<file path="src/core/brce_regs.vh">
// Constants for the bar code and raster command engine
// Operation
// - Font command 00h selects 12x24 text font, 01h selects 8x16 font.
// - Human readable text under symbols always prints at 1x1 scale.
// - Height command takes 01h-FFh dots; reset height is 162 dots.
// - Symbology from first parameter: 43h EAN13, 45h CODE39, 46h ITF.
// - Length parameter counts data bytes; exactly that many are consumed.
// - Length outside symbology range abandons command; later bytes are normal data.
// - Any invalid data byte means feed paper only, later bytes normal data.
// - Symbol wider than printable width means feed paper only, no print.
// - After a symbol, feed the symbol's own height, ignoring line spacing.
// - Symbol command needs empty print buffer; else bytes after type are normal.
// - After printing a symbol, return to line start; print modes ignored.
// - ITF needs even count; odd count drops the last received byte.
// - Raster mode 00h-03h: normal, double width, double height, quadruple.
// - Raster width 1-128 bytes, height 1-2303 rows, data is width times height.
// - Raster command executes only with an empty print buffer.
// - Raster bytes beyond printable area are consumed and dropped.
// - Raster bit 1 prints a dot, bit 0 leaves it blank.
// - Raster image starts horizontally at the programmed left margin.
// - Width command takes 02h-06h module width; reset value is 03h.
// - Locked cutter enters error state and starts automatic recovery.
// - Text position command takes 00h none or 02h below symbol.
// - Left margin shifts text, raster graphics and symbols alike.
`ifndef BRCE_REGS_VH
`define BRCE_REGS_VH
// ==========================================
// Command bytes
`define BRCE_GS          8'h1d
`define BRCE_OP_FONT     8'h66
`define BRCE_OP_HEIGHT   8'h68
`define BRCE_OP_SYMBOL   8'h6b
`define BRCE_OP_RASTER   8'h76
`define BRCE_OP_RASTER0  8'h30
`define BRCE_OP_WIDTH    8'h77
`define BRCE_OP_POS      8'h48
`define BRCE_OP_MARGIN   8'h4c
`define BRCE_SYM_EAN13   8'h43
`define BRCE_SYM_CODE39  8'h45
`define BRCE_SYM_ITF     8'h46
// ==========================================
// Limits and geometry
`define BRCE_EAN_MIN     8'h0c
`define BRCE_EAN_MAX     8'h0d
`define BRCE_EAN_MODS    12'h05f
`define BRCE_C39_MODS    12'h00d
`define BRCE_ITF_MODS    12'h009
`define BRCE_WID_MIN     8'h02
`define BRCE_WID_MAX     8'h06
`define BRCE_RMODE_MAX   8'h03
`define BRCE_RWID_MAX    16'h0080
`define BRCE_RHGT_HMAX   8'h08
`define BRCE_RHGT_MAX    16'h0fff
`define BRCE_FONT_A_H    9'h018
`define BRCE_FONT_B_H    9'h010
// ==========================================
// Reset values
`define BRCE_RST_FONT    1'h0
`define BRCE_RST_HEIGHT  8'ha2
`define BRCE_RST_WIDTH   3'h3
`define BRCE_RST_BELOW   1'h1
`define BRCE_RST_MARGIN  16'h0000
// ==========================================
// Register offsets
`define BRCE_REG_STATUS  4'h0
`define BRCE_REG_FONT    4'h1
`define BRCE_REG_HEIGHT  4'h2
`define BRCE_REG_WIDTH   4'h3
`define BRCE_REG_POS     4'h4
`define BRCE_REG_MARG_L  4'h5
`define BRCE_REG_MARG_H  4'h6
`endif

</file>
<file path="src/core/brce_engine.v">
// Bar code and raster command interpreter
//
// Our own choices: the placing of the registers and the address-and-strobe port.
`include "brce_regs.vh"
module brce_engine #(
  parameter PRINT_DOTS = 576
) (
  input  wire        clk,
  input  wire        rst_b,
  input  wire [7:0]  rxByte,
  input  wire        rxValid,
  output reg         rxReady_r,
  input  wire        bufEmpty,
  input  wire        cutterLocked,
  input  wire        cutterHome,
  output reg  [7:0]  normByte_r,
  output reg         normValid_r,
  output reg         symStart_r,
  output reg  [7:0]  symType_r,
  output reg  [7:0]  symCount_r,
  output reg  [7:0]  symByte_r,
  output reg         symValid_r,
  output reg         feedReq_r,
  output reg  [8:0]  feedDots_r,
  output reg         homeReq_r,
  output reg  [7:0]  rasterDots_r,
  output reg  [15:0] rasterX_r,
  output reg  [11:0] rasterRow_r,
  output reg  [1:0]  rasterMode_r,
  output reg         rasterValid_r,
  output reg         hriFont_r,
  output reg         hriBelow_r,
  output reg  [7:0]  barHeight_r,
  output reg  [2:0]  moduleWidth_r,
  output reg  [15:0] leftMargin_r,
  output reg         errState_r,
  output reg         recoverReq_r,
  input  wire [3:0]  regAddr,
  input  wire [7:0]  regWdata,
  input  wire        regWr,
  input  wire        regRd,
  output reg  [7:0]  regRdata_r
);

  // ==========================================
  // States
  localparam [3:0] ST_IDLE  = 4'h0;
  localparam [3:0] ST_GS    = 4'h1;
  localparam [3:0] ST_ARG   = 4'h2;
  localparam [3:0] ST_MARGL = 4'h3;
  localparam [3:0] ST_MARGH = 4'h4;
  localparam [3:0] ST_SYMM  = 4'h5;
  localparam [3:0] ST_SYMN  = 4'h6;
  localparam [3:0] ST_SYMD  = 4'h7;
  localparam [3:0] ST_CHK   = 4'h8;
  localparam [3:0] ST_OUT   = 4'h9;
  localparam [3:0] ST_V0    = 4'ha;
  localparam [3:0] ST_RM    = 4'hb;
  localparam [3:0] ST_RXL   = 4'hc;
  localparam [3:0] ST_RXH   = 4'hd;
  localparam [3:0] ST_RYL   = 4'he;
  localparam [3:0] ST_RYH   = 4'hf;
  localparam [3:0] ST_RDAT  = 4'h0;

  localparam [19:0] PD = PRINT_DOTS[19:0];

  // ==========================================
  // Functions
  function charOk;
    input [7:0] sym;
    input [7:0] c;
    reg         dig;
    begin
      dig = (c >= 8'h30) && (c <= 8'h39);
      if (sym == `BRCE_SYM_CODE39) begin
        charOk = dig || ((c >= 8'h41) && (c <= 8'h5a)) ||
                 (c == 8'h20) || (c == 8'h24) || (c == 8'h25) ||
                 (c == 8'h2b) || (c == 8'h2d) || (c == 8'h2e) ||
                 (c == 8'h2f);
      end else begin
        charOk = dig;
      end
    end
  endfunction

  // ==========================================
  // State
  reg [3:0]  state_r;
  reg        inRaster_r;
  reg [7:0]  cmd_r;
  reg [7:0]  symLen_r;
  reg [7:0]  symIdx_r;
  reg        badData_r;
  reg [7:0]  symMem [0:255];
  reg [7:0]  rWidLo_r;
  reg [15:0] rWidth_r;
  reg [7:0]  rHgtLo_r;
  reg [7:0]  rCol_r;
  reg [11:0] rRow_r;
  reg        rDrop_r;
  reg [1:0]  lockSync_r;
  reg [1:0]  homeSync_r;

  wire       take = rxValid && rxReady_r;
  wire       rasterData = inRaster_r && (state_r == ST_RDAT);

  // ==========================================
  // Symbol geometry
  wire [7:0]  effLen = (symType_r == `BRCE_SYM_ITF) ? {symLen_r[7:1], 1'b0} : symLen_r;
  wire [11:0] lenW = {4'h0, effLen};
  wire [11:0] modCnt = (symType_r == `BRCE_SYM_EAN13) ? `BRCE_EAN_MODS :
                       (symType_r == `BRCE_SYM_CODE39) ? (lenW + 12'h002) * `BRCE_C39_MODS :
                       lenW * `BRCE_ITF_MODS + `BRCE_ITF_MODS;
  wire [19:0] extent = {4'h0, leftMargin_r} + {8'h00, modCnt} * {17'h00000, moduleWidth_r};
  wire        tooWide = extent > PD;
  // Feed covers bars plus text band; line spacing never enters
  wire [8:0]  textH = hriFont_r ? `BRCE_FONT_B_H : `BRCE_FONT_A_H;
  wire [8:0]  symFeed = {1'b0, barHeight_r} + (hriBelow_r ? textH : 9'h000);

  // ==========================================
  // Raster geometry
  wire        dblW = rasterMode_r[0];
  wire [11:0] colOff = dblW ? {rCol_r, 4'h0} : {1'b0, rCol_r, 3'h0};
  wire [19:0] dotX = {4'h0, leftMargin_r} + {8'h00, colOff};
  wire [19:0] dotEnd = dotX + (dblW ? 20'h00010 : 20'h00008);
  wire        inArea = dotEnd <= PD;
  wire        lastCol = ({8'h00, rCol_r} + 16'h0001) == rWidth_r;
  wire        lastRow = (rRow_r + 12'h001) == rasterRow_r;
  wire [15:0] rWidNew = {rxByte, rWidLo_r};
  wire [15:0] rHgtNew = {rxByte, rHgtLo_r};

  // ==========================================
  // Parser
  always @(posedge clk or negedge rst_b) begin
    if (!rst_b) begin
      state_r       <= ST_IDLE;
      inRaster_r    <= 1'b0;
      cmd_r         <= 8'h00;
      symLen_r      <= 8'h00;
      symIdx_r      <= 8'h00;
      badData_r     <= 1'b0;
      rWidLo_r      <= 8'h00;
      rWidth_r      <= 16'h0000;
      rHgtLo_r      <= 8'h00;
      rCol_r        <= 8'h00;
      rRow_r        <= 12'h000;
      rDrop_r       <= 1'b0;
      rxReady_r     <= 1'b1;
      normByte_r    <= 8'h00;
      normValid_r   <= 1'b0;
      symStart_r    <= 1'b0;
      symType_r     <= 8'h00;
      symCount_r    <= 8'h00;
      symByte_r     <= 8'h00;
      symValid_r    <= 1'b0;
      feedReq_r     <= 1'b0;
      feedDots_r    <= 9'h000;
      homeReq_r     <= 1'b0;
      rasterDots_r  <= 8'h00;
      rasterX_r     <= 16'h0000;
      rasterRow_r   <= 12'h000;
      rasterMode_r  <= 2'h0;
      rasterValid_r <= 1'b0;
      hriFont_r     <= `BRCE_RST_FONT;
      hriBelow_r    <= `BRCE_RST_BELOW;
      barHeight_r   <= `BRCE_RST_HEIGHT;
      moduleWidth_r <= `BRCE_RST_WIDTH;
      leftMargin_r  <= `BRCE_RST_MARGIN;
      regRdata_r    <= 8'h00;
    end else begin
      normValid_r   <= 1'b0;
      symStart_r    <= 1'b0;
      symValid_r    <= 1'b0;
      feedReq_r     <= 1'b0;
      homeReq_r     <= 1'b0;
      rasterValid_r <= 1'b0;
      if (rasterData) begin
        if (take) begin
          // Off-paper bytes still drain so the stream stays aligned
          if (!rDrop_r && inArea) begin
            rasterDots_r  <= rxByte;
            rasterX_r     <= dotX[15:0];
            rasterValid_r <= 1'b1;
          end
          rCol_r <= lastCol ? 8'h00 : rCol_r + 8'h01;
          if (lastCol) begin
            rRow_r <= rRow_r + 12'h001;
            if (lastRow) begin
              inRaster_r <= 1'b0;
              state_r    <= ST_IDLE;
            end
          end
        end
      end else begin
        case (state_r)
          ST_IDLE: begin
            if (take) begin
              if (rxByte == `BRCE_GS) begin
                state_r <= ST_GS;
              end else begin
                normByte_r  <= rxByte;
                normValid_r <= 1'b1;
              end
            end
          end
          ST_GS: begin
            if (take) begin
              cmd_r <= rxByte;
              case (rxByte)
                `BRCE_OP_FONT, `BRCE_OP_HEIGHT, `BRCE_OP_WIDTH, `BRCE_OP_POS: state_r <= ST_ARG;
                `BRCE_OP_MARGIN: state_r <= ST_MARGL;
                `BRCE_OP_SYMBOL: state_r <= ST_SYMM;
                `BRCE_OP_RASTER: state_r <= ST_V0;
                default: begin
                  normByte_r  <= rxByte;
                  normValid_r <= 1'b1;
                  state_r     <= ST_IDLE;
                end
              endcase
            end
          end
          ST_ARG: begin
            if (take) begin
              state_r <= ST_IDLE;
              case (cmd_r)
                `BRCE_OP_FONT:   if (rxByte[7:1] == 7'h00) hriFont_r <= rxByte[0];
                `BRCE_OP_HEIGHT: if (rxByte != 8'h00) barHeight_r <= rxByte;
                `BRCE_OP_WIDTH:  if ((rxByte >= `BRCE_WID_MIN) && (rxByte <= `BRCE_WID_MAX))
                  moduleWidth_r <= rxByte[2:0];
                default:         if ((rxByte == 8'h00) || (rxByte == 8'h02)) hriBelow_r <= rxByte[1];
              endcase
            end
          end
          ST_MARGL: begin
            if (take) begin
              leftMargin_r[7:0] <= rxByte;
              state_r           <= ST_MARGH;
            end
          end
          ST_MARGH: begin
            if (take) begin
              leftMargin_r[15:8] <= rxByte;
              state_r            <= ST_IDLE;
            end
          end
          ST_SYMM: begin
            if (take) begin
              symType_r <= rxByte;
              // Pending text means everything after the type byte is text
              state_r <= (bufEmpty && ((rxByte == `BRCE_SYM_EAN13) || (rxByte == `BRCE_SYM_CODE39) ||
                          (rxByte == `BRCE_SYM_ITF))) ? ST_SYMN : ST_IDLE;
            end
          end
          ST_SYMN: begin
            if (take) begin
              symLen_r  <= rxByte;
              symIdx_r  <= 8'h00;
              badData_r <= 1'b0;
              state_r   <= ((rxByte == 8'h00) || ((symType_r == `BRCE_SYM_EAN13) &&
                            ((rxByte < `BRCE_EAN_MIN) || (rxByte > `BRCE_EAN_MAX)))) ? ST_IDLE : ST_SYMD;
            end
          end
          ST_SYMD: begin
            if (take) begin
              symMem[symIdx_r] <= rxByte;
              // Odd trailing ITF byte is outside effLen and never checked
              if (!charOk(symType_r, rxByte) && (symIdx_r < effLen)) begin
                badData_r <= 1'b1;
              end
              symIdx_r <= symIdx_r + 8'h01;
              if (symIdx_r + 8'h01 == symLen_r) begin
                rxReady_r <= 1'b0;
                state_r   <= ST_CHK;
              end
            end
          end
          ST_CHK: begin
            symIdx_r   <= 8'h00;
            feedDots_r <= symFeed;
            if (badData_r || tooWide || (effLen == 8'h00)) begin
              feedReq_r <= 1'b1;
              rxReady_r <= 1'b1;
              state_r   <= ST_IDLE;
            end else begin
              // Symbol bypasses print modes; text always at 1x1
              symCount_r <= effLen;
              symStart_r <= 1'b1;
              state_r    <= ST_OUT;
            end
          end
          ST_OUT: begin
            symByte_r  <= symMem[symIdx_r];
            symValid_r <= 1'b1;
            symIdx_r   <= symIdx_r + 8'h01;
            if (symIdx_r + 8'h01 == symCount_r) begin
              feedReq_r <= 1'b1;
              homeReq_r <= 1'b1;
              rxReady_r <= 1'b1;
              state_r   <= ST_IDLE;
            end
          end
          ST_V0: if (take) state_r <= (rxByte == `BRCE_OP_RASTER0) ? ST_RM : ST_IDLE;
          ST_RM: begin
            if (take) begin
              rasterMode_r <= rxByte[1:0];
              state_r      <= (rxByte <= `BRCE_RMODE_MAX) ? ST_RXL : ST_IDLE;
            end
          end
          ST_RXL: begin
            if (take) begin
              rWidLo_r <= rxByte;
              state_r  <= ST_RXH;
            end
          end
          ST_RXH: begin
            if (take) begin
              rWidth_r <= rWidNew;
              state_r  <= ((rWidNew == 16'h0000) || (rWidNew > `BRCE_RWID_MAX)) ? ST_IDLE : ST_RYL;
            end
          end
          ST_RYL: begin
            if (take) begin
              rHgtLo_r <= rxByte;
              state_r  <= ST_RYH;
            end
          end
          ST_RYH: begin
            if (take) begin
              rasterRow_r <= rHgtNew[11:0];
              rCol_r      <= 8'h00;
              rRow_r      <= 12'h000;
              // Busy buffer: image is drained but never printed
              rDrop_r     <= !bufEmpty;
              if ((rHgtNew == 16'h0000) || (rxByte > `BRCE_RHGT_HMAX) ||
                  (rHgtNew > `BRCE_RHGT_MAX)) begin
                state_r <= ST_IDLE;
              end else begin
                inRaster_r <= 1'b1;
                state_r    <= ST_RDAT;
              end
            end
          end
          default: state_r <= ST_IDLE;
        endcase
      end
      // Software writes land after the parser so they win a tie
      if (regWr) begin
        case (regAddr)
          `BRCE_REG_FONT:   hriFont_r <= regWdata[0];
          `BRCE_REG_HEIGHT: if (regWdata != 8'h00) barHeight_r <= regWdata;
          `BRCE_REG_WIDTH:  if ((regWdata >= `BRCE_WID_MIN) && (regWdata <= `BRCE_WID_MAX))
            moduleWidth_r <= regWdata[2:0];
          `BRCE_REG_POS:    hriBelow_r <= regWdata[1];
          `BRCE_REG_MARG_L: leftMargin_r[7:0] <= regWdata;
          `BRCE_REG_MARG_H: leftMargin_r[15:8] <= regWdata;
          default: ;
        endcase
      end
      if (regRd) begin
        case (regAddr)
          `BRCE_REG_STATUS: regRdata_r <= {errState_r, inRaster_r, bufEmpty, 1'b0, state_r};
          `BRCE_REG_FONT:   regRdata_r <= {7'h00, hriFont_r};
          `BRCE_REG_HEIGHT: regRdata_r <= barHeight_r;
          `BRCE_REG_WIDTH:  regRdata_r <= {5'h00, moduleWidth_r};
          `BRCE_REG_POS:    regRdata_r <= {6'h00, hriBelow_r, 1'b0};
          `BRCE_REG_MARG_L: regRdata_r <= leftMargin_r[7:0];
          `BRCE_REG_MARG_H: regRdata_r <= leftMargin_r[15:8];
          default:          regRdata_r <= 8'h00;
        endcase
      end else begin
        regRdata_r <= 8'h00;
      end
    end
  end

  // ==========================================
  // Cutter recovery
  always @(posedge clk or negedge rst_b) begin
    if (!rst_b) begin
      lockSync_r   <= 2'h0;
      homeSync_r   <= 2'h0;
      errState_r   <= 1'b0;
      recoverReq_r <= 1'b0;
    end else begin
      lockSync_r   <= {lockSync_r[0], cutterLocked};
      homeSync_r   <= {homeSync_r[0], cutterHome};
      recoverReq_r <= 1'b0;
      // Lock beats home if both are seen together
      if (lockSync_r[1] && !errState_r) begin
        errState_r   <= 1'b1;
        recoverReq_r <= 1'b1;
      end else if (homeSync_r[1] && !lockSync_r[1]) begin
        errState_r <= 1'b0;
      end
    end
  end

endmodule

</file>
<file path="config.mk">
export PLATFORM = sky130hd
export DESIGN_NAME = brce_engine
export DESIGN_NICKNAME = d
export VERILOG_FILES = /design/src/core/brce_engine.v
export VERILOG_INCLUDE_DIRS = /design/src /design/src/core
export SDC_FILE = /design/constraint.sdc
export NUM_CORES = 2
export LEC_CHECK = 0
export ABC_AREA = 1
export BUFFER_PORTS_ARGS = -buffer_cell sky130_fd_sc_hd__buf_2
export CAP_MARGIN = 0
export CORE_ASPECT_RATIO = 1.75
export CORE_MARGIN = 3
export CORE_UTILIZATION = 50
export CTS_CLUSTER_DIAMETER = 150
export DETAILED_ROUTE_END_ITERATION = 8
export PLACE_DENSITY = 0.66
export SYNTH_ARGS = -nofsm -noshare
export SYNTH_HDL_FRONTEND = slang
export SYNTH_SLANG_ARGS = --single-unit
</file>
<file path="constraint.sdc">
create_clock -name clk -period 7.5 [get_ports clk]
set_clock_uncertainty 0.05 [all_clocks]
set_input_delay 1.5 -clock clk [delete_from_list [all_inputs] [get_ports clk]]
set_output_delay 1.5 -clock clk [all_outputs]
set_load 0.02 [all_outputs]
</file>
==> results by group <==
Timing
  • Minimum clock period: 6.948 ns
  • Max-slew violations: 0
  • Max Freq: 143.9 MHz
  • Slew HR: 15.54%
  • Final Hold Vio Count: 0
  • Slew @ Worst Pin: 1.259 ns
  • RSZ-0062 raised after global routing: false
  • Post-Route Setup TNS: 0 ns
  • Setup WS post-layout: 0.5518 ns
  • Final setup vio count: 0
  • Final period utilization: 92.64%

Finish
  • Synthesis-to-layout area growth: 9.597%
  • Post-Layout Cell Count: 11020
  • Net total in the final layout: 8544
  • Util after Layout: 55.11%
  • Fraction of layout cells with a size suffix above 1: 7.201%

Drt
  • Vias per cell: 5.993
  • Vias: 66050
  • Antenna viol nets, final: 0
  • WL per Instance: 25.86 um
  • Final wirelength: 285000 um
  • DR iter-0 viols: 6689
  • Pre-antenna DRT Iters: 6
  • Residual DRC: 0

Synth
  • Top cells by count, synth: edfxtp_1 (2048), nor2_1 (1675), o21ai_0 (1288), nand2_1 (1222), o22ai_1 (449)
  • Syn nets: 8585
  • Mean post-synth cell area: 11.36 um^2
  • Async set-reset flop share out of synthesis: 9.381%
  • Synth Flop Type: edfxtp_1
  • Number of synthesized flops with an enable pin: 2048
  • Synth Register Bits: 2260
  • Yosys warnings: 0
  • Synth area leader: edfxtp_1
  • Top-count cell post-synth: edfxtp_1
  • Synth top area cells: edfxtp_1 (64%), o21ai_0 (6.7%), nor2_1 (6.6%)
  • Cells after Synth: 8443
  • Post-Synthesis Cell Area: 95910 um^2
  • Seq/Total Area, Yosys: 69.66%
  • Yosys top cell area share: 64.12%
  • Distinct cells, synth: 63

Clock tree
  • Root buffer cell: clkbuf_16
  • CTS tree: built
  • H-tree depth: 4
  • CTS Sinks: 2260
  • Max Root-Sink Buffers: 4
  • Total CTS buffers: 197
  • Worst-Skew Late Latency: 0.84 ns
  • Cts hold-fix bufs: 0
  • Clock slew at reported path FFs: 0.07 ns

Placed design
  • PortBufs: 152
  • HPWL Detailed: 176400 um
  • Cells after DPL: 10660
  • DP Worst Slack: 0.3399 ns
  • Placer Congestion: 0.9338

Worst setup path
  • Slowest-stage cell, CP: fa_1
  • Kind of end point of the critical path: flip-flop
  • Cell mode on critical path: inv_1
  • Worst EP required: 8.23 ns
  • Critical path class: reg -> reg
  • Crit path launch type: flip-flop
  • Crit path DAT: 7.68 ns
  • Crit path max fanout: 20
  • Worst reg-to-reg setup slack: 0.55 ns
  • Crit-path max cell delay: 0.54 ns

Global route
  • Antenna violations before repair: 10
  • Congestion Overflow GR: 0
  • Largest net degree at the start of global routing: 189
  • Tot GR Track Use: 28.45%
  • First-pass GRT wire length: 417600 um
  • Number of global-route vias before repair: 64760

Power
  • Leak: 0.03698 uW
  • Peak VDD IR: 0.0001883 V
  • Total power density per cell area: 238.5 nW/um^2

Worst hold path
  • HP Class: reg -> reg

Floorplanning
  • Core area: 190700 um^2
  • Die area: 197300 um^2
  • Row count: 212
  • Die Height: 585.4 um
  • Initial Util: 50.29%
  • Boundary pin count: 153
  • Die Wd: 337.1 um

Run status
  • Outcome: finished clean

Job
  • MaxCap Viol Count: 0
==> final cells by class <==
cell class,count,area [um^2]
fill,15850,85600
sequential,2260,66820
multi-input combinational,5349,25670
clock buffer,245,5294
tap,2461,3079
timing repair buffer,244,1779
inverter,350,1338
clock inverter,106,1116
antenna,5,12.51
==> critical path: cells and delay by family (launching register included) <==
family	cells	cell delay, ns
AOI/OAI and AO/OA	6	0.87
and+or+nand+nor	18	2.21
adders and majority gates	6	2.46
buffers and inverters	9	0.88
DFF	1	0.40
==> power breakdown <==
part / internal [uW] / switching (uW) / total [uW]
combinational: 214 / 686 / 900
clock: 5760 / 4530 / 10300
sequential: 13800 / 115 / 13900
total: 19700 / 5330 / 25100
==> through the flow <==
| stage | hold slack (ns) | total power [uW] | area, um^2 |
|---|---|---|---|
| 2_1_floorplan | 0.2812 | 14550 | 95910 |
| 3_3_place_gp | 0.2938 | 15030 | 98690 |
| 3_5_place_dp | 0.2880 | 15040 | 98690 |
| 4_1_cts | 0.3073 | 25180 | 105100 |
| 5_1_grt | 0.3126 | 25710 | 105100 |
| 6_report | 0.3039 | 25070 | 105100 |
==> cells by family (layout without fill, tap and decap cells) <==
kind of cell,after synthesis,in the layout,synth area share [%]
other,0,5,0
muxes,2,2,0.02348
xor gates and xnor gates,58,58,0.5453
adders and majority gates,114,114,1.738
DFF,2260,2260,69.66
and+or+nand+nor,3253,3253,13.51
buffers and inverters,834,945,3.625
AOI/OAI and AO/OA,1922,1922,10.89
==> final timing paths <==
| check | from | endpoint | cells after the start |
|---|---|---|---|
| setup / recovery | symType_r[6] | rxReady_r | 39 |
| hold / removal | lockSync_r[0] | lockSync_r[1] | 0 |
| setup reg to reg | symType_r[6] | rxReady_r | 39 |
| hold reg to reg | lockSync_r[0] | lockSync_r[1] | 0 |
| max in group asynchronous | rst_b | homeSync_r[0] | 2 |
| min in group asynchronous | rst_b | rasterRow_r[0] | 1 |
==> metal layers <==
layer  global-route usage, %  share of wire [%]  vias to the layer above
met5                       0             0.0046                        -
met4                   21.58                8.9                        2
met3                   4.160                7.5                      889
met2                   48.89                 50                     3133
met1                   31.92                 34                    32280
li1                        -                  -                    29740
==> state kept, by name, summed over array words and instances (netlist names), 9 cells and up <==
| name | cells |
|---|---|
| symMem | 2048 |
| leftMargin_r | 16 |
| rWidth_r | 16 |
| rasterX_r | 16 |
| rRow_r | 12 |
| rasterRow_r | 12 |
| feedDots_r | 9 |
==> what timing repair did <==
item	CTS	global route
hold endpoints to repair	0	0
setup buffers	0	0
gates resized for setup	0	2
endpoints found under the setup margin	0	12
==> cell usage in the layout, fill, tap and decap left out, types with 20 or more instances in the layout <==
cell type,count
buf_4,73
clkbuf_16,200
bufinv_16,22
o22ai_1,449
xor2_1,38
nand4_1,75
nand2_1,1220
dfrtp_1,203
clkinv_2,31
nor3_1,36
buf_2,143
a21oi_1,81
nand3_1,173
nor2_1,1669
o211ai_1,20
o21ai_0,1285
fa_1,32
inv_1,317
clkbuf_1,33
edfxtp_1,2048
clkinv_1,49
ha_1,82
Note: power is estimated with default switching activity, not from simulation.
